`src/inc/fbbp_pkg.sv`:
```
// package of constants for the five-bit bidirectional port
package fbbp_pkg;

	// ****************************************************************
	// register map (printed offsets, not all multiples of four: index*4)
	// ****************************************************************
	localparam logic [7:0]  FBBP_IDX_PIN_DATA  = 8'h05;      // data register index
	localparam logic [7:0]  FBBP_IDX_DIRECTION = 8'h85;      // direction register index
	localparam logic [9:0]  FBBP_ADDR_PIN_DATA  = 10'h014;   // byte address = index * 4
	localparam logic [9:0]  FBBP_ADDR_DIRECTION = 10'h214;   // byte address = index * 4
	localparam logic [9:0]  FBBP_ADDR_BITOP     = 10'h300;   // bit set/clear command register
	localparam logic [9:0]  FBBP_ADDR_LATCH     = 10'h304;   // latch readback register

	// ****************************************************************
	// field layout and reset values
	// ****************************************************************
	localparam int          FBBP_WIDTH        = 5;           // implemented port bits
	localparam logic [4:0]  FBBP_DIR_RESET    = 5'h1F;       // all inputs after any reset
	localparam logic [4:0]  FBBP_LATCH_POR    = 5'h00;       // power-on latch value (undefined)
	localparam int          FBBP_OD_BIT       = 4;           // open-drain / timer clock bit
	localparam int          FBBP_BITOP_SET    = 3;           // bitop field: 1 = set, 0 = clear
	localparam logic [1:0]  FBBP_RESP_OKAY    = 2'h0;        // axi okay
	localparam logic [1:0]  FBBP_RESP_SLVERR  = 2'h2;        // axi slave error
	localparam int          FBBP_SYNC_STAGES  = 2;           // pin sampling stages

	// write sequencing states
	typedef enum logic [2:0]
	{
		FBBP_W_IDLE = 3'h1,
		FBBP_W_RESP = 3'h2,
		FBBP_W_HOLD = 3'h4
	} fbbp_wstate_t;

endpackage

```
`src/hw/fbbp_pin_sampler.sv`:
```
// pin input stage: no thresholding model, the same two-flop sampler for every bit
`timescale 1ns/1ps
module fbbp_pin_sampler
	import fbbp_pkg::*;
#(
	parameter int WIDTH = FBBP_WIDTH                 // number of pins
)
(
	input  wire logic             clock_in,          // system clock
	input  wire logic             rstn_in,           // async reset, active low
	input  wire logic [WIDTH-1:0] pad_in,            // raw pad levels
	output logic      [WIDTH-1:0] level_out          // sampled pin levels
);

	// ****************************************************************
	// sampling chain
	// ****************************************************************
	logic [WIDTH-1:0] stage1_reg;                    // first flop, read only by the second
	logic [WIDTH-1:0] level_reg;                     // settled level

	// thresholds are analog; here every pad is a clean digital level, and
	// the schmitt bit gets the same two-flop path as the ttl bits
	always_ff @(posedge clock_in or negedge rstn_in)
	begin
		if (!rstn_in)
		begin
			stage1_reg <= '0;
			level_reg  <= '0;
		end
		else
		begin
			stage1_reg <= pad_in;
			level_reg  <= stage1_reg;
		end
	end

	assign level_out = level_reg;

endmodule

```
`src/hw/fbbp_port.sv`:
```
// five-bit bidirectional general-purpose port with axi4-lite registers
//
// Decided for this implementation: the AXI4-Lite interface to the registers.
`timescale 1ns/1ps
module fbbp_port
	import fbbp_pkg::*;
#(
	parameter int WIDTH = FBBP_WIDTH                 // port width
)
(
	input  wire logic              clock_in,         // 50 mhz clock
	input  wire logic              rstn_in,          // async reset, active low
	input  wire logic              por_in,           // high when reset came from power-on
	// axi4-lite write address
	input  wire logic              s_axi_awvalid_in,
	output logic                   s_axi_awready_out,
	input  wire logic [11:0]       s_axi_awaddr_in,
	// axi4-lite write data
	input  wire logic              s_axi_wvalid_in,
	output logic                   s_axi_wready_out,
	input  wire logic [31:0]       s_axi_wdata_in,
	input  wire logic [3:0]        s_axi_wstrb_in,
	// axi4-lite write response
	output logic                   s_axi_bvalid_out,
	input  wire logic              s_axi_bready_in,
	output logic [1:0]             s_axi_bresp_out,
	// axi4-lite read address
	input  wire logic              s_axi_arvalid_in,
	output logic                   s_axi_arready_out,
	input  wire logic [11:0]       s_axi_araddr_in,
	// axi4-lite read data
	output logic                   s_axi_rvalid_out,
	input  wire logic              s_axi_rready_in,
	output logic [31:0]            s_axi_rdata_out,
	output logic [1:0]             s_axi_rresp_out,
	// port pins
	input  wire logic [WIDTH-1:0]  port_pin_in,      // pad levels
	output logic      [WIDTH-1:0]  port_pin_out,     // pad output value
	output logic      [WIDTH-1:0]  port_pin_oe_out,  // high while driving
	output logic                   timer0_external_clock_out // sampled bit 4 level
);

	// ****************************************************************
	// state
	// ****************************************************************
	logic [WIDTH-1:0] latch_reg;                     // output latches
	logic [WIDTH-1:0] dir_reg;                       // direction, one = input
	logic [WIDTH-1:0] pin_level;                     // sampled pins
	fbbp_wstate_t     wstate_reg;                    // write sequencing
	logic             aw_got_reg;                    // address held
	logic             w_got_reg;                     // data held
	logic [11:0]      awaddr_reg;                    // captured write address
	logic [31:0]      wdata_reg;                     // captured write data
	logic             wstrb0_reg;                    // low byte lane enabled
	logic             por_seen_reg;                  // reset-release flag, high through any reset until the first edge after release

	// ****************************************************************
	// helpers
	// ****************************************************************
	// address compare used by both channels
	function automatic logic addr_is(input logic [11:0] a, input logic [9:0] reg_addr);
		addr_is = (a[11:10] == 2'h0) && (a[9:0] == reg_addr);
	endfunction

	// widen a port value to a bus word, upper bits zero
	function automatic logic [31:0] to_word(input logic [WIDTH-1:0] v);
		to_word = {{(32-WIDTH){1'b0}}, v};
	endfunction

	// ****************************************************************
	// pin input stage
	// ****************************************************************
	fbbp_pin_sampler #(
		.WIDTH     (WIDTH)
	) u_sampler (
		.clock_in  (clock_in),
		.rstn_in   (rstn_in),
		.pad_in    (port_pin_in),
		.level_out (pin_level)
	);

	// ****************************************************************
	// write channel: take address and data in either order
	// ****************************************************************
	wire take_aw = s_axi_awvalid_in && s_axi_awready_out;
	wire take_w  = s_axi_wvalid_in && s_axi_wready_out;
	wire both_in = (aw_got_reg || take_aw) && (w_got_reg || take_w);

	// capture address and data; ready falls once each item is held
	always_ff @(posedge clock_in or negedge rstn_in)
	begin
		if (!rstn_in)
		begin
			aw_got_reg        <= 1'b0;
			w_got_reg         <= 1'b0;
			awaddr_reg        <= 12'h000;
			wdata_reg         <= 32'h00000000;
			wstrb0_reg        <= 1'b0;
			s_axi_awready_out <= 1'b0;
			s_axi_wready_out  <= 1'b0;
		end
		else
		begin
			if (take_aw)
			begin
				awaddr_reg <= s_axi_awaddr_in;
			end
			if (take_w)
			begin
				wdata_reg  <= s_axi_wdata_in;
				wstrb0_reg <= s_axi_wstrb_in[0];
			end
			if (wstate_reg == FBBP_W_IDLE && both_in)
			begin
				// pair complete, hold both channels until response done
				aw_got_reg        <= 1'b0;
				w_got_reg         <= 1'b0;
				s_axi_awready_out <= 1'b0;
				s_axi_wready_out  <= 1'b0;
			end
			else if (wstate_reg == FBBP_W_IDLE)
			begin
				aw_got_reg        <= aw_got_reg || take_aw;
				w_got_reg         <= w_got_reg || take_w;
				s_axi_awready_out <= !(aw_got_reg || take_aw);
				s_axi_wready_out  <= !(w_got_reg || take_w);
			end
		end
	end

	// decode of the held write, declared ahead of the sequencer that reads it
	wire wr_data  = addr_is(awaddr_reg, FBBP_ADDR_PIN_DATA);
	wire wr_dir   = addr_is(awaddr_reg, FBBP_ADDR_DIRECTION);
	wire wr_bitop = addr_is(awaddr_reg, FBBP_ADDR_BITOP);
	wire wr_latch = addr_is(awaddr_reg, FBBP_ADDR_LATCH);
	wire wr_known = wr_data || wr_dir || wr_bitop || wr_latch;
	wire wr_go    = (wstate_reg == FBBP_W_RESP) && wstrb0_reg;

	// write sequencer: apply and respond at the same edge
	always_ff @(posedge clock_in or negedge rstn_in)
	begin
		if (!rstn_in)
		begin
			wstate_reg       <= FBBP_W_IDLE;
			s_axi_bvalid_out <= 1'b0;
			s_axi_bresp_out  <= FBBP_RESP_OKAY;
		end
		else
		begin
			case (wstate_reg)
				FBBP_W_IDLE:
				begin
					if (both_in)
					begin
						wstate_reg <= FBBP_W_RESP;
					end
				end
				FBBP_W_RESP:
				begin
					// latch update and answer both happen in this edge
					s_axi_bvalid_out <= 1'b1;
					s_axi_bresp_out  <= wr_known ? FBBP_RESP_OKAY : FBBP_RESP_SLVERR;
					wstate_reg       <= FBBP_W_HOLD;
				end
				FBBP_W_HOLD:
				begin
					if (s_axi_bready_in)
					begin
						s_axi_bvalid_out <= 1'b0;
						wstate_reg       <= FBBP_W_IDLE;
					end
				end
				default:
				begin
					wstate_reg <= FBBP_W_IDLE;
				end
			endcase
		end
	end

	// bit operation: pins read, one bit changed if its index is below five, whole word to latches
	logic [WIDTH-1:0] bitop_value;
	always_comb
	begin
		bitop_value = pin_level;
		if (wdata_reg[2:0] < 3'(WIDTH))
		begin
			bitop_value[wdata_reg[2:0]] = wdata_reg[FBBP_BITOP_SET];
		end
	end

	// ****************************************************************
	// output latches: kept on warm reset, never reset asynchronously
	// ****************************************************************
	always_ff @(posedge clock_in)
	begin
		if (por_seen_reg && por_in)
		begin
			// only a power-on release clears; warm resets keep the latches
			latch_reg <= FBBP_LATCH_POR;            // defined stand-in for unknown
		end
		else if (wr_go && wr_data)
		begin
			latch_reg <= wdata_reg[WIDTH-1:0];
		end
		else if (wr_go && wr_bitop)
		begin
			latch_reg <= bitop_value;
		end
	end

	// high for the first edge after any reset release; por_in tells which kind
	always_ff @(posedge clock_in or negedge rstn_in)
	begin
		if (!rstn_in)
		begin
			por_seen_reg <= 1'b1;
		end
		else
		begin
			por_seen_reg <= 1'b0;
		end
	end

	// direction register returns to all inputs on every reset
	always_ff @(posedge clock_in or negedge rstn_in)
	begin
		if (!rstn_in)
		begin
			dir_reg <= FBBP_DIR_RESET;
		end
		else if (wr_go && wr_dir)
		begin
			dir_reg <= wdata_reg[WIDTH-1:0];
		end
	end

	// ****************************************************************
	// pin drivers, registered
	// ****************************************************************
	// bit 4 is open drain: enable only when driving a zero
	always_ff @(posedge clock_in or negedge rstn_in)
	begin
		if (!rstn_in)
		begin
			port_pin_out              <= '0;
			port_pin_oe_out           <= '0;
			timer0_external_clock_out <= 1'b0;
		end
		else
		begin
			for (int i = 0; i < WIDTH; i++)
			begin
				if (i == FBBP_OD_BIT)
				begin
					port_pin_out[i]    <= 1'b0;
					port_pin_oe_out[i] <= !dir_reg[i] && !latch_reg[i];
				end
				else
				begin
					port_pin_out[i]    <= latch_reg[i];
					port_pin_oe_out[i] <= !dir_reg[i];
				end
			end
			timer0_external_clock_out <= pin_level[FBBP_OD_BIT];
		end
	end

	// ****************************************************************
	// read channel: one read at a time
	// ****************************************************************
	always_ff @(posedge clock_in or negedge rstn_in)
	begin
		if (!rstn_in)
		begin
			s_axi_arready_out <= 1'b0;
			s_axi_rvalid_out  <= 1'b0;
			s_axi_rdata_out   <= 32'h00000000;
			s_axi_rresp_out   <= FBBP_RESP_OKAY;
		end
		else if (s_axi_rvalid_out)
		begin
			if (s_axi_rready_in)
			begin
				s_axi_rvalid_out <= 1'b0;
			end
		end
		else if (s_axi_arvalid_in && s_axi_arready_out)
		begin
			s_axi_arready_out <= 1'b0;
			s_axi_rvalid_out  <= 1'b1;
			s_axi_rresp_out   <= FBBP_RESP_OKAY;
			if (addr_is(s_axi_araddr_in, FBBP_ADDR_PIN_DATA))
			begin
				s_axi_rdata_out <= to_word(pin_level);
			end
			else if (addr_is(s_axi_araddr_in, FBBP_ADDR_DIRECTION))
			begin
				s_axi_rdata_out <= to_word(dir_reg);
			end
			else if (addr_is(s_axi_araddr_in, FBBP_ADDR_LATCH))
			begin
				s_axi_rdata_out <= to_word(latch_reg);
			end
			else if (addr_is(s_axi_araddr_in, FBBP_ADDR_BITOP))
			begin
				s_axi_rdata_out <= 32'h00000000;
			end
			else
			begin
				// unmapped: zero data, slave error
				s_axi_rdata_out <= 32'h00000000;
				s_axi_rresp_out <= FBBP_RESP_SLVERR;
			end
		end
		else
		begin
			s_axi_arready_out <= 1'b1;
		end
	end

endmodule

```
`config.mk`:
```
export PLATFORM = sky130hd
export DESIGN_NAME = fbbp_port
export DESIGN_NICKNAME = d
export VERILOG_FILES = /design/src/inc/fbbp_pkg.sv /design/src/hw/fbbp_pin_sampler.sv /design/src/hw/fbbp_port.sv
export SDC_FILE = /design/constraint.sdc
export NUM_CORES = 1
export LEC_CHECK = 0
export ABC_AREA = 0
export BUFFER_PORTS_ARGS = -buffer_cell sky130_fd_sc_hd__buf_4
export CAP_MARGIN = 10
export CELL_PAD_IN_SITES_DETAIL_PLACEMENT = 1
export CELL_PAD_IN_SITES_GLOBAL_PLACEMENT = 2
export CORE_UTILIZATION = 30
export DETAILED_ROUTE_END_ITERATION = 16
export GPL_TIMING_DRIVEN = 0
export PLACE_DENSITY = 0.81
export SYNTH_ARGS = -nofsm -noshare
export SYNTH_HDL_FRONTEND = slang
export SYNTH_SLANG_ARGS = --single-unit
```
`constraint.sdc`:
```
create_clock -name clock_in -period 3.6 [get_ports clock_in]
set_input_delay 0.18 -clock clock_in [delete_from_list [all_inputs] [get_ports clock_in]]
set_output_delay 0.18 -clock clock_in [all_outputs]
set_load 0.02 [all_outputs]
```
; ---- After elaboration in Yosys (flattened, before gate mapping)
; Cells that the tools add are included.
[op_classes]
mux = 31
n_bitwise = 1
reduce_logical = 41
n_lt_le_gt_ge = 3
n_eq_ne = 13
[ops]
columns = op, n
row1 = $eq 10x10->1 const B, 6
row2 = $mux 5, 6
row3 = $eq 10x5->1 const B, 2
row4 = $logic_and 1x1->1, 20
row5 = $mux 1, 14
row6 = $mux 2, 5
row7 = $pmux 3 s3, 1
row8 = $logic_not 1->1, 8
row9 = $mux 3, 2
row10 = $reduce_and 2->1, 3
row11 = $reduce_bool 2->1, 3
row12 = $bwmux 5, 1
row13 = $logic_or 1x1->1, 5
row14 = $logic_not 2->1, 2
row15 = $lt 3x4->1 const B, 1
row16 = $ne 2x2->1 const B, 2
row17 = $demux 1 s3, 1
row18 = $eq 3x1->1 const B, 1
row19 = $eq 3x2->1 const B, 1
row20 = $eq 3x3->1 const B, 1
row21 = $ge 3x1->1 const B, 1
row22 = $lt 3x3->1 const B, 1
row23 = $pmux 1 s2, 1
row24 = $not 1->1, 1
[totals]
input_bits = 73
wordCells = 111
register_bits = 95

; ---- Logic depth before layout (Yosys ltp)
; Gate-level depths: netlist of the first run.
[depth]
ltp_word = 8
depth_mapped = 6
depth_no_buf = 5

; ---- Hierarchy
; Synthesis of the first run repeated with hierarchy kept, for this count alone.
[hier_totals]
hier_cells = 240
hier_area_um2 = 2880.3
[by_module_without_submodules]
columns = module, instances, area_per_inst_um2, cells_per_inst, seq_area_each_um2
row1 = fbbp_port, 1, 2630.0, 230, 1385.1
row2 = fbbp_pin_sampler, 1, 250.2, 10, 250.2

; ---- Worst setup path after synthesis of the first run
; No wires, ideal clock.
[synth_path]
path_type = flip-flop to flip-flop
from = register awaddr_reg[1]
to = register dir_reg[4]
synth_period_minus_slack_ns = 1.663
path_stages_with_launch = 6
slack_ns = 1.937
t_arrival_ns = 1.581
required_ns = 3.518
path_cell_list = dfrtp_1 > or3_4 > nor3_1 > and3_1 > buf_4 > mux2_2
[synth_via]
elab_chain_cells = 3
[synth_lines]
columns = item, line
row1 = start: declaration, fbbp_port.sv:52  ; logic [11:0] awaddr_reg;
row2 = start signal: assignment, fbbp_port.sv:106  ; awaddr_reg <= s_axi_awaddr_in;
row3 = $eq 10x10->1, fbbp_port.sv:62  ; addr_is = (a[11:10] == 2'h0) && (a[9:0] == reg_addr);
row4 = $logic_and 1x1->1, fbbp_port.sv:62
row5 = $logic_and 1x1->1, fbbp_port.sv:232  ; else if (wr_go && wr_dir)
row6 = end signal: assignment, fbbp_port.sv:234  ; dir_reg <= wdata_reg[WIDTH-1:0];
row7 = end: declaration, fbbp_port.sv:47  ; logic [WIDTH-1:0] dir_reg;
; Every way passes these cells.
; A chain may end at the register's enable or synchronous reset.

; ---- Worst setup path after layout of the first run
[layout_path]
from = register wstate_reg[1]
to = register dir_reg[4]
[layout_via]
elab_chain_cells = 3
[layout_lines]
columns = item, line
row1 = start: declaration, fbbp_port.sv:49  ; fbbp_wstate_t wstate_reg;
row2 = start signal: assignment, fbbp_port.sv:144  ; wstate_reg <= FBBP_W_IDLE;
row3 = start signal: assignment, fbbp_port.sv:155  ; wstate_reg <= FBBP_W_RESP;
row4 = start signal: assignment, fbbp_port.sv:163  ; wstate_reg <= FBBP_W_HOLD;
row5 = $eq 3x2->1, fbbp_port.sv:137  ; wire wr_go = (wstate_reg == FBBP_W_RESP) && wstrb0_reg;
row6 = $logic_and 1x1->1, fbbp_port.sv:137
row7 = $logic_and 1x1->1, fbbp_port.sv:232
; Every way passes these cells.

==> impl_results.md, run 1 <==
- Initial core utilization: 30.9%
- Gr usage total: between 10 and 15%
- Detailed Place HPWL: 4.65 mm
- Die area: between 9000 and 10000 sq um
- Min Tclk post-route: 1.86 ns
- Die W: 99.3 um
- Leakage: 1.77 nW
- Final Wtd Congestion: 0.689
- H-tree depth: 3
- Unrepaired setup endpoints after global routing: false
- Critical path buffers and inverters: 1
- Crit path max fanout: 9
- ANT nets after route: 0
- Clock root cell: clkbuf_8
- Synth top area share: a little under half
- Total grt overflow: 0
- Proportion of synthesized area in mux cells: a little under an eighth
- Post-Route Skew: between 0.009 and 0.01 ns
- Status: finished, final reports clean
- Post-CTS Setup Bufs: 0
- CP Capture Type: register
- Drt pass-1 iters: 4
- Max stage delay on crit path: about 0.41 ns
- Layout overhead on the synthesized area: 33.7%
- Cell Area, Synth: about 2800 sq um
- Top delay family on crit path: simple AND/OR/NAND/NOR gates
- Slew Viols, Final: 0
- Seq/Total Area, Yosys: between 50% and 60%
- CP Cell Sequence: nor3b_1 > and4_1 > and3_1 > buf_4 > mux2_2
- CP required: between 3 and 4 ns
- Core area: 9200 sq um
- Yosys cell types: 40
- Max Cap Viol: 0
- Gr busiest metal: met2
- Hold Buf Count CTS: 7
- Number of synthesized register bits: 66
- Worst-Margin Slew: 0.766 ns
- Met2 track demand over resource: a little over a fifth
- Relative slew slack: 48.9%
- Cell accounting for the most synthesized area: dfrtp_1
- Routed via count: around 2000
- Power per cell area: ~580 nW/um^2
- Height of the die: between 90 and 100 um
- Setup Viol. Count Final: 0
- CP Class: register to register
- Largest net degree at the start of global routing: 62
- Share of layout cells above drive strength 1: 40.2%
- Fmax: 0.538 GHz
- Setup TNS: 0 ns
- Main combinational cell family by area after synthesis: simple AND/OR/NAND/NOR gates
- Routed WL: 6.12 mm
- Final Hold Viols: 0
- Met1 GRT Util: 16.1%
- Worst VDD drop: ~0.28 mV
- Clock-pin slew on the worst setup and hold paths: ~0.070 ns
- Warnings from Yosys: 0
- Residual DRC: 0
- Synth Area in Compound Gates: 8.46%
- Vias per inst: ~4.3
- EDFF count, synth: 0
- Top post-synthesis cells by area: dfrtp_1, mux2_2, buf_4, dfstp_2, nand2_1
- Max reg flops: 12
- Synth Area in XOR/XNOR: 0%
- Commonest register cell after synthesis: dfrtp_1
- Worst Hold Class: primary input to register
- Startpoint type of the worst setup path: register
- Nets: between 400 and 500
- CP max-delay cell: dfrtp_1
- Initial antenna violation count: 0
- GRT met3 Usage: under 10%
- Ys async rst share: between 90% and 100%
- IO buf count: 63
- Wire per inst: around 13 um
- WP data arrival: about 2.1 ns
- Clock latency on the worst-skew pair: about 0.35 ns
- IO Pins: 125
- CTS tree: yes
- 1st-iter DRT viols: 60
- Mean Syn Cell Area: ~11 sq um
- CTS Buffer Depth: 2
- Post-CTS Resized: 0
- Simple-gate share of the synthesized area: around 12%
- Tcrit/Tclk final: 51.6%
- # diodes: 0
- TritonCTS Buffers: 9
- Placement row count: 35
- Final hold slack: ~0.054 ns
- Gate Count Post-Synth: between 200 and 250
- Post-synthesis adder-cell area fraction: 0%
- First-pass GRT wire length: roughly 10 mm
- CTS sink count: 66
- Vias in the first global route: ~2100
final cells by class:
| cell class | count | area, sq um |
|---|---|---|
| Sequential cell | 66 | 1640 |
| Clock buffer | 11 | 131 |
| Clock inverter | 5 | 32.5 |
| Tap cell | 111 | 139 |
| Timing Repair Buffer | 70 | 543 |
| Inverter | 8 | 30.0 |
| Fill cell | 1053 | 5400 |
| Multi-Input combinational cell | 168 | 1040 |
| Buffer | 35 | 249 |
where the power goes:
group,switching [mW],total (mW),internal (mW),leakage (nW)
Clock,0.280,0.528,0.247,0.0753
Sequential,0.145,1.06,0.911,0.755
Combinational,0.309,0.625,0.316,0.937
Total,0.734,2.21,1.47,1.77
through the flow:
step | instance area [sq um] | instances | total power [mW] | util (%) | setup slack (ns)
3_5_place_dp | 3560 | 451 | 1.70 | 38.8 | 1.72
2_1_floorplan | 2950 | 277 | 1.48 | - | 1.94
4_1_cts | 3800 | 474 | 2.24 | 41.3 | 1.70
5_1_grt | 3800 | 474 | 2.36 | 41.3 | 1.65
3_3_place_gp | 3560 | 451 | 1.67 | 38.8 | 1.78
6_report | 3800 | 474 | 2.21 | 41.3 | 1.74
cell usage in the layout (no fill, tap or decap), drive strengths merged, types with 3 or more instances in the layout:
cell type     n
a21oi         6
a2bb2oi       5
a31oi         3
buf          95
clkbuf       14
clkinvlp      3
conb         31
dfrtp        54
dfstp         7
dfxtp         5
dlygate4sd3   7
inv           8
mux2         24
mux2i         6
nand2        28
nand3b        4
nor2         17
nor3          6
nor4          4
o21ai        14
Yosys cell counts (2+ instances only):
cell       instances
nand2_1           28
a21oi_1            6
mux2_2            24
a31oi_1            3
dfxtp_1            5
dfrtp_1           54
inv_1              7
nor3_1             6
o21ai_0           14
dfstp_2            7
clkbuf_1           2
a2bb2oi_1          5
nor2_1            17
nand3b_1           4
nor4_1             3
mux2i_1            6
o22a_1             2
and3_1             2
buf_4             31
final timing paths:
kind,to,start,slack (ns),depth (start not counted)
setup / recovery,dir_reg[4]$_DFFE_PN1P_,wstate_reg[1]$_DFFE_PN0P_,1.74,5
setup reg to reg,dir_reg[4]$_DFFE_PN1P_,wstate_reg[1]$_DFFE_PN0P_,1.74,5
hold / removal,awaddr_reg[0]$_DFFE_PN0P_,s_axi_awaddr_in[0],0.05,2
max in group asynchronous,wdata_reg[3]$_DFFE_PN0P_,rstn_in,2.64,2
min in group asynchronous,awaddr_reg[8]$_DFFE_PN0P_,rstn_in,0.46,2
hold reg to reg,u_sampler.level_out[2]$_DFF_PN0_,u_sampler.stage1_reg[2]$_DFF_PN0_,0.35,0
layer usage:
layer	share of wire, %	vias to the layer above
met4	1.5	0
met3	9.1	10
met2	47	69
met1	43	966
li1	-	1009
met5	0	-
cells by family (layout without fill, tap and decap cells):
kind of cell	count (synthesis)	in the layout
and+or+nand+nor	70	70
other	1	31
muxes	30	30
DFF	66	66
AOI/OAI and AO/OA	37	37
buffers and inverters	43	129
No activity file was read; power rests on OpenSTA's default activity.
==> run 2, diff against run 1 <==
Settings changed: CORE_UTILIZATION 30 to 25, PLACE_DENSITY 0.81 to 0.72.
Clock period 3.6 ns to 1.5 ns, I/O delays scaled along.
==> run 2 against run 1 <==
Via count is 6.2% higher. Clock skew is 0.0055 ns lower. Wire length is 5.8% higher. Highest routed layer unchanged. Sequential power is 140% higher. Fmax is 8.2% higher. Clock power grew to 4.3 times the previous value. Sequential share of layout area is 5.4 points lower. Register-to-register slack worse by 2.0 ns. The flow now finishes with violations (negative setup slack). Total power grew to 2.9 times the previous value. Critical path depth stayed put. Utilization is 1.6 points lower.
==> impl_results.md, run 2 (same netlist as run 1, synthesis figures left out) <==
- Fill count: about 1200
- IO buf count: 63
- Worst-Margin Slew: slightly below 0.8 ns
- Nets: 459
- Residual DRC: 0
- Multi-input combinational cell area: 1110 sq um
- Initial core utilization: about 26%
- Routed via count: 2182
- Routed WL: 6.47 mm
- Largest net degree at the start of global routing: 62
- Sequential Area: 1640 sq um
- Vias per inst: ~4.1
- Clock-pin slew on the worst setup and hold paths: around 0.05 ns
- Hold Path Depth: 4
- First-pass GRT wire length: 10.7 mm
- Drt pass-1 iters: 4
- Fmax: slightly below 0.6 GHz
- CP required: about 1.8 ns
- Leakage: roughly 2 nW
- Worst VDD drop: 0.980 mV
- Placement row count: 38
- Placed cell count: 480
- WP data arrival: ~2.0 ns
- Power per cell area: approximately 1500 nW/um^2
- Final Wtd Congestion: around 0.72
- Core area: between 10000 and 15000 sq um
- RR Startpoint: awaddr_reg[3]$_DFFE_PN0P_
- Failing checks: negative setup slack
- Final WS setup: -0.217 ns
- 1st-iter DRT viols: 50
- Clock root cell: clkbuf_16
- Startpoint type of the worst setup path: register
- Unrepaired setup endpoints after global routing: true
- Height of the die: ~110 um
- Total grt overflow: 0
- Detailed Place HPWL: 4.64 mm
- Setup Viol. Count Final: 11
- IO Pins: approximately 130
- TritonCTS Buffers: 9
- R2r worst-path depth: 5
- Relative slew slack: about half
- Tcrit/Tclk final: 114%
- Layout overhead on the synthesized area: 53.0%
- Vias in the first global route: around 2300
- Status: finished, violations left
- CP Class: register to register
- Clock latency on the worst-skew pair: ~0.32 ns
- Gr usage total: 11.9%
- CTS Buffer Depth: 2
- CTS sink count: 66
- Final cell count without fillers: 531
- CP Capture Type: register
- Die area: roughly 12000 sq um
- Worst Hold Class: primary input to register
- Slew Viols, Final: 0
- ANT nets after route: 0
- Post-Route Skew: about 0.0038 ns
- Max Cap Viol: 0
- Min Tclk post-route: roughly 1.7 ns
- Setup TNS: -1.80 ns
- # diodes: 0
- HP Start: s_axi_bready_in
- Die W: between 100 and 150 um
- Initial antenna violation count: 0
- Most common cell after layout, fill and taps aside: buf_4
- WHS Endpoint: wstate_reg[2]$_DFFE_PN0P_
- Max reg flops: 12
- Wire per inst: ~12 um
- Crit path max fanout: 4
- R2R setup slack: -0.22 ns
- CTS tree: yes
- H-tree depth: 3
- Share of layout cells above drive strength 1: between 40% and 50%
- Reg-to-Reg End: dir_reg[4]$_DFFE_PN1P_
- Final Hold Viols: 0
- Leading cell types in the layout, fill and taps excluded: buf_4, dfrtp_1, conb_1
[run 2: cell count changes in the layout (fill, tap and decap cells not counted), sizes merged]
| cell | delta |
|---|---|
| dlygate4sd3 | +18 |
| bufinv | +2 |
| clkinvlp | -3 |
| clkbuf | +1 |
| buf | +10 |
[run 2: how the worst max path moves through the flow]
| stage | start | end | slack, ns | depth (start not counted) |
|---|---|---|---|---|
| final | awaddr_reg[3]$_DFFE_PN0P_ | dir_reg[4]$_DFFE_PN1P_ | -0.22 | 5 |
| after global routing | awaddr_reg[3]$_DFFE_PN0P_ | latch_reg[1]$_SDFFE_PP0P_ | -0.31 | 5 |
| after CTS | awaddr_reg[3]$_DFFE_PN0P_ | latch_reg[1]$_SDFFE_PP0P_ | -0.18 | 5 |
| after detailed placement | awaddr_reg[3]$_DFFE_PN0P_ | latch_reg[1]$_SDFFE_PP0P_ | -0.19 | 5 |
| after global placement | awaddr_reg[3]$_DFFE_PN0P_ | latch_reg[1]$_SDFFE_PP0P_ | -0.17 | 5 |
| after floorplan | awaddr_reg[3]$_DFFE_PN0P_ | dir_reg[4]$_DFFE_PN1P_ | -0.05 | 5 |
[run 2: metal layers]
metal	GRT usage (%)	share of wire, %	vias up	wire length (um)
met5	0	0	-	0
met4	3.47	1.2	0	77
met3	4.52	5.7	10	368
met2	20.6	52	59	3360
met1	13.6	41	1045	2670
li1	-	-	1068	-
[run 2: critical path, cell delays in order (launching register included)]
cell     delay, ns
dfrtp_1       0.37
or3_4         0.43
buf_4         0.16
nor3_4        0.11
and3_4        0.26
mux2_4        0.30
[run 2: final cells by class]
type | count | area share, %
plain buffers | 33 | 5.47
clock buffers | 12 | 5.90
clock inverters | 4 | 1.70
inverters | 8 | 0.691
multi-input cells | 168 | 25.5
flip-flops and latches | 66 | 37.6
well taps | 140 | 4.03
repair buffers | 100 | 19.1
[run 2: where the power goes]
group          leakage [nW]  internal (mW)  switching, mW
logic                  1.09          0.864          0.796
registers             0.755           2.19          0.370
clock network         0.163           1.54          0.729
total                  2.01           4.60           1.89
[run 2: repair_timing]
| action | CTS | global route |
|---|---|---|
| endpoints found under the setup margin | 19 | 11 |
| setup buffers | 9 | 3 |
| pin swaps | 4 | 4 |
| hold buffers | 25 | 0 |
| gates resized for setup | 13 | 8 |
| endpoints found under the hold margin | 78 | 0 |
[run 2: per-stage QoR]
step | setup WS [ns] | cell area, sq um | utilization [%] | power, mW | hold slack (ns)
after floorplan | -0.0524 | 2980 | - | 3.57 | -0.221
after global placement | -0.173 | 3620 | 33.1 | 4.03 | 0.186
after detailed placement | -0.191 | 3620 | 33.1 | 4.09 | 0.186
after CTS | -0.176 | 4300 | 39.3 | 6.53 | 0.0808
after global routing | -0.312 | 4340 | 39.7 | 6.89 | 0.0973
final | -0.217 | 4340 | 39.7 | 6.49 | 0.0932
==> run 3, diff against run 2 <==
Settings changed: CORE_UTILIZATION 25 to 26, CTS_BUF_LIST set to sky130_fd_sc_hd__clkbuf_8, PLACE_DENSITY 0.72 to 0.75, SKIP_CTS_REPAIR_TIMING set to 1.
==> run 3 against run 2 <==
Via count is 0.18% lower. Largest cell class unchanged. Critical path depth stayed put. Worst hold slack worse by 0.013 ns. Clock skew is 0.0012 ns higher. Cell area is 4.3% lower. Utilization hardly changed. Register-to-register slack better by 0.05 ns. The run still ends with negative setup slack left. Total power is 15% lower. Combinational power is 4% lower. Global-route usage is 0.40 points lower. First-iteration DRC count is 2.0% lower.
==> impl_results.md, run 3 (same netlist as run 1, synthesis figures left out) <==
- CTS sink count: between 60 and 70
- Residual DRC: 0
- Top delay family on crit path: simple AND/OR/NAND/NOR gates
- Worst-Margin Slew: ~0.76 ns
- Placed cell count: 476
- Final Wtd Congestion: between 0.7 and 0.8
- Final hold slack: between 0.07 and 0.08 ns
- Failing checks: negative setup slack
- Design area: 4160 sq um
- Initial antenna violation count: 0
- H-tree depth: 3
- Vias per inst: between 4 and 5
- Clock power share: 24.5%
- IO Pins: 125
- TritonCTS Buffers: 9
- Crit path max fanout: 5
- ANT nets after route: 0
- Setup Viol. Count Final: 10
- Fill count: 1200
- Power, Total: 5.50 mW
- Die area: 11300 sq um
- Clock-pin slew on the worst setup and hold paths: 0.07 ns
- Part of the power in combinational logic: between 20 and 30%
- Relative slew slack: about 49%
- Placement row count: 37
- CP max-delay cell: dfrtp_2
- Detailed Place HPWL: around 4.6 mm
- Setup TNS: -1.08 ns
- Worst VDD drop: around 0.47 mV
- Multi-input combinational cell area: 1110 sq um
- Routed WL: between 6 and 7 mm
- Sw Ratio: between 30% and 40%
- Nets: between 400 and 500
- Max Cap Viol: 0
- Unrepaired setup endpoints after global routing: true
- # diodes: 0
- Startpoint type of the worst setup path: register
- Leakage: between 1.5 and 2 nW
- WP data arrival: 1.93 ns
- Final cell count without fillers: 523
- IO buf count: 63
- Final WS setup: -0.162 ns
- Critical path buffers and inverters: 1
- CP Class: register to register
- Clock root cell: clkbuf_8
- Routed via count: about 2200
- Fin util: 39.7%
- Max reg flops: 12
- Height of the die: 107 um
- Share of layout cells above drive strength 1: between 40% and 50%
- Tcrit/Tclk final: 111%
- CTS tree: yes
- Largest net degree at the start of global routing: 62
- Fmax: approximately 0.6 GHz
- Die W: 107 um
- Switching pwr: between 1.5 and 2 mW
- Max stage delay on crit path: around 0.44 ns
- Worst slack at placement: -0.212 ns
- Layout overhead on the synthesized area: 46.4%
- CP Cell Sequence: nor3b_4 > and4_4 > and3_4 > buf_6 > mux2_4
- Internal power: approximately 3.7 mW
- Most common cell after layout, fill and taps aside: buf_4
- Wire per inst: 12.4 um
- Status: finished, violations left
- Sequential Area: ~1600 sq um
- Vias in the first global route: 2053
- Gr usage total: 11.5%
- Worst Hold Class: primary input to register
- First-pass GRT wire length: just under 10 mm
- Min Tclk post-route: between 1.5 and 2 ns
- Placed inst area: about 3600 sq um
- Final Hold Viols: 0
- Power per cell area: about 1300 nW/um^2
- Initial core utilization: between 20% and 30%
- Core area: about 10000 sq um
- Post-Route Skew: about 0.0050 ns
- Leading cell types in the layout, fill and taps excluded: buf_4, dfrtp_1, conb_1
- 1st-iter DRT viols: 49
- Clock latency on the worst-skew pair: approximately 0.34 ns
- Sequential power share: between 40% and 50%
- CTS Buffer Depth: 2
- Slew Viols, Final: 0
- Drt pass-1 iters: 4
- CP required: around 1.8 ns
- Total grt overflow: 0
- CP Capture Type: register
-- run 3: worst reg2reg max path: stages (launching register included) --
cell	delay, ns
dfrtp_2	0.44
nor3b_4	0.27
and4_4	0.28
and3_4	0.19
buf_6	0.12
mux2_4	0.29
-- run 3: final timing paths --
check,slack [ns],endpoint,from,cells after the start
setup / recovery,-0.16,dir_reg[4]$_DFFE_PN1P_,wstate_reg[2]$_DFFE_PN0P_,5
hold / removal,0.08,wstate_reg[2]$_DFFE_PN0P_,s_axi_bready_in,4
setup reg to reg,-0.16,dir_reg[4]$_DFFE_PN1P_,wstate_reg[2]$_DFFE_PN0P_,5
hold reg to reg,0.35,u_sampler.level_out[2]$_DFF_PN0_,u_sampler.stage1_reg[2]$_DFF_PN0_,0
max in group asynchronous,0.62,wstate_reg[2]$_DFFE_PN0P_,rstn_in,2
min in group asynchronous,0.35,s_axi_bvalid_out$_DFFE_PN0P_,rstn_in,2
-- run 3: final cells by class --
type,count,share of cell area [%]
inverter,8,0.722
tap,136,4.09
multi-input combinational,168,26.6
sequential,66,39.4
clock buffer,12,3.97
buffer,34,5.99
timing repair buffer,95,18.8
clock inverter,4,0.421
-- run 3: power groups by stage --
| stage | clock (mW) | combinational [mW] | sequential (mW) |
|---|---|---|---|
| 2_1_floorplan | 0 | 0.993 | 2.58 |
| 3_3_place_gp | 0 | 1.48 | 2.55 |
| 3_5_place_dp | 0 | 1.52 | 2.57 |
| 4_1_cts | 1.40 | 1.52 | 2.54 |
| 5_1_grt | 1.47 | 1.75 | 2.64 |
| 6_report | 1.35 | 1.59 | 2.57 |
-- run 3: per-layer routing --
layer,up-vias,GRT usage [%],wire [um],share of wire [%]
li1,1059,-,-,-
met1,1042,14.3,2840,44
met2,62,17.6,3160,49
met3,15,2.82,284,4.4
met4,0,7.93,189,2.9
met5,-,0,0,0
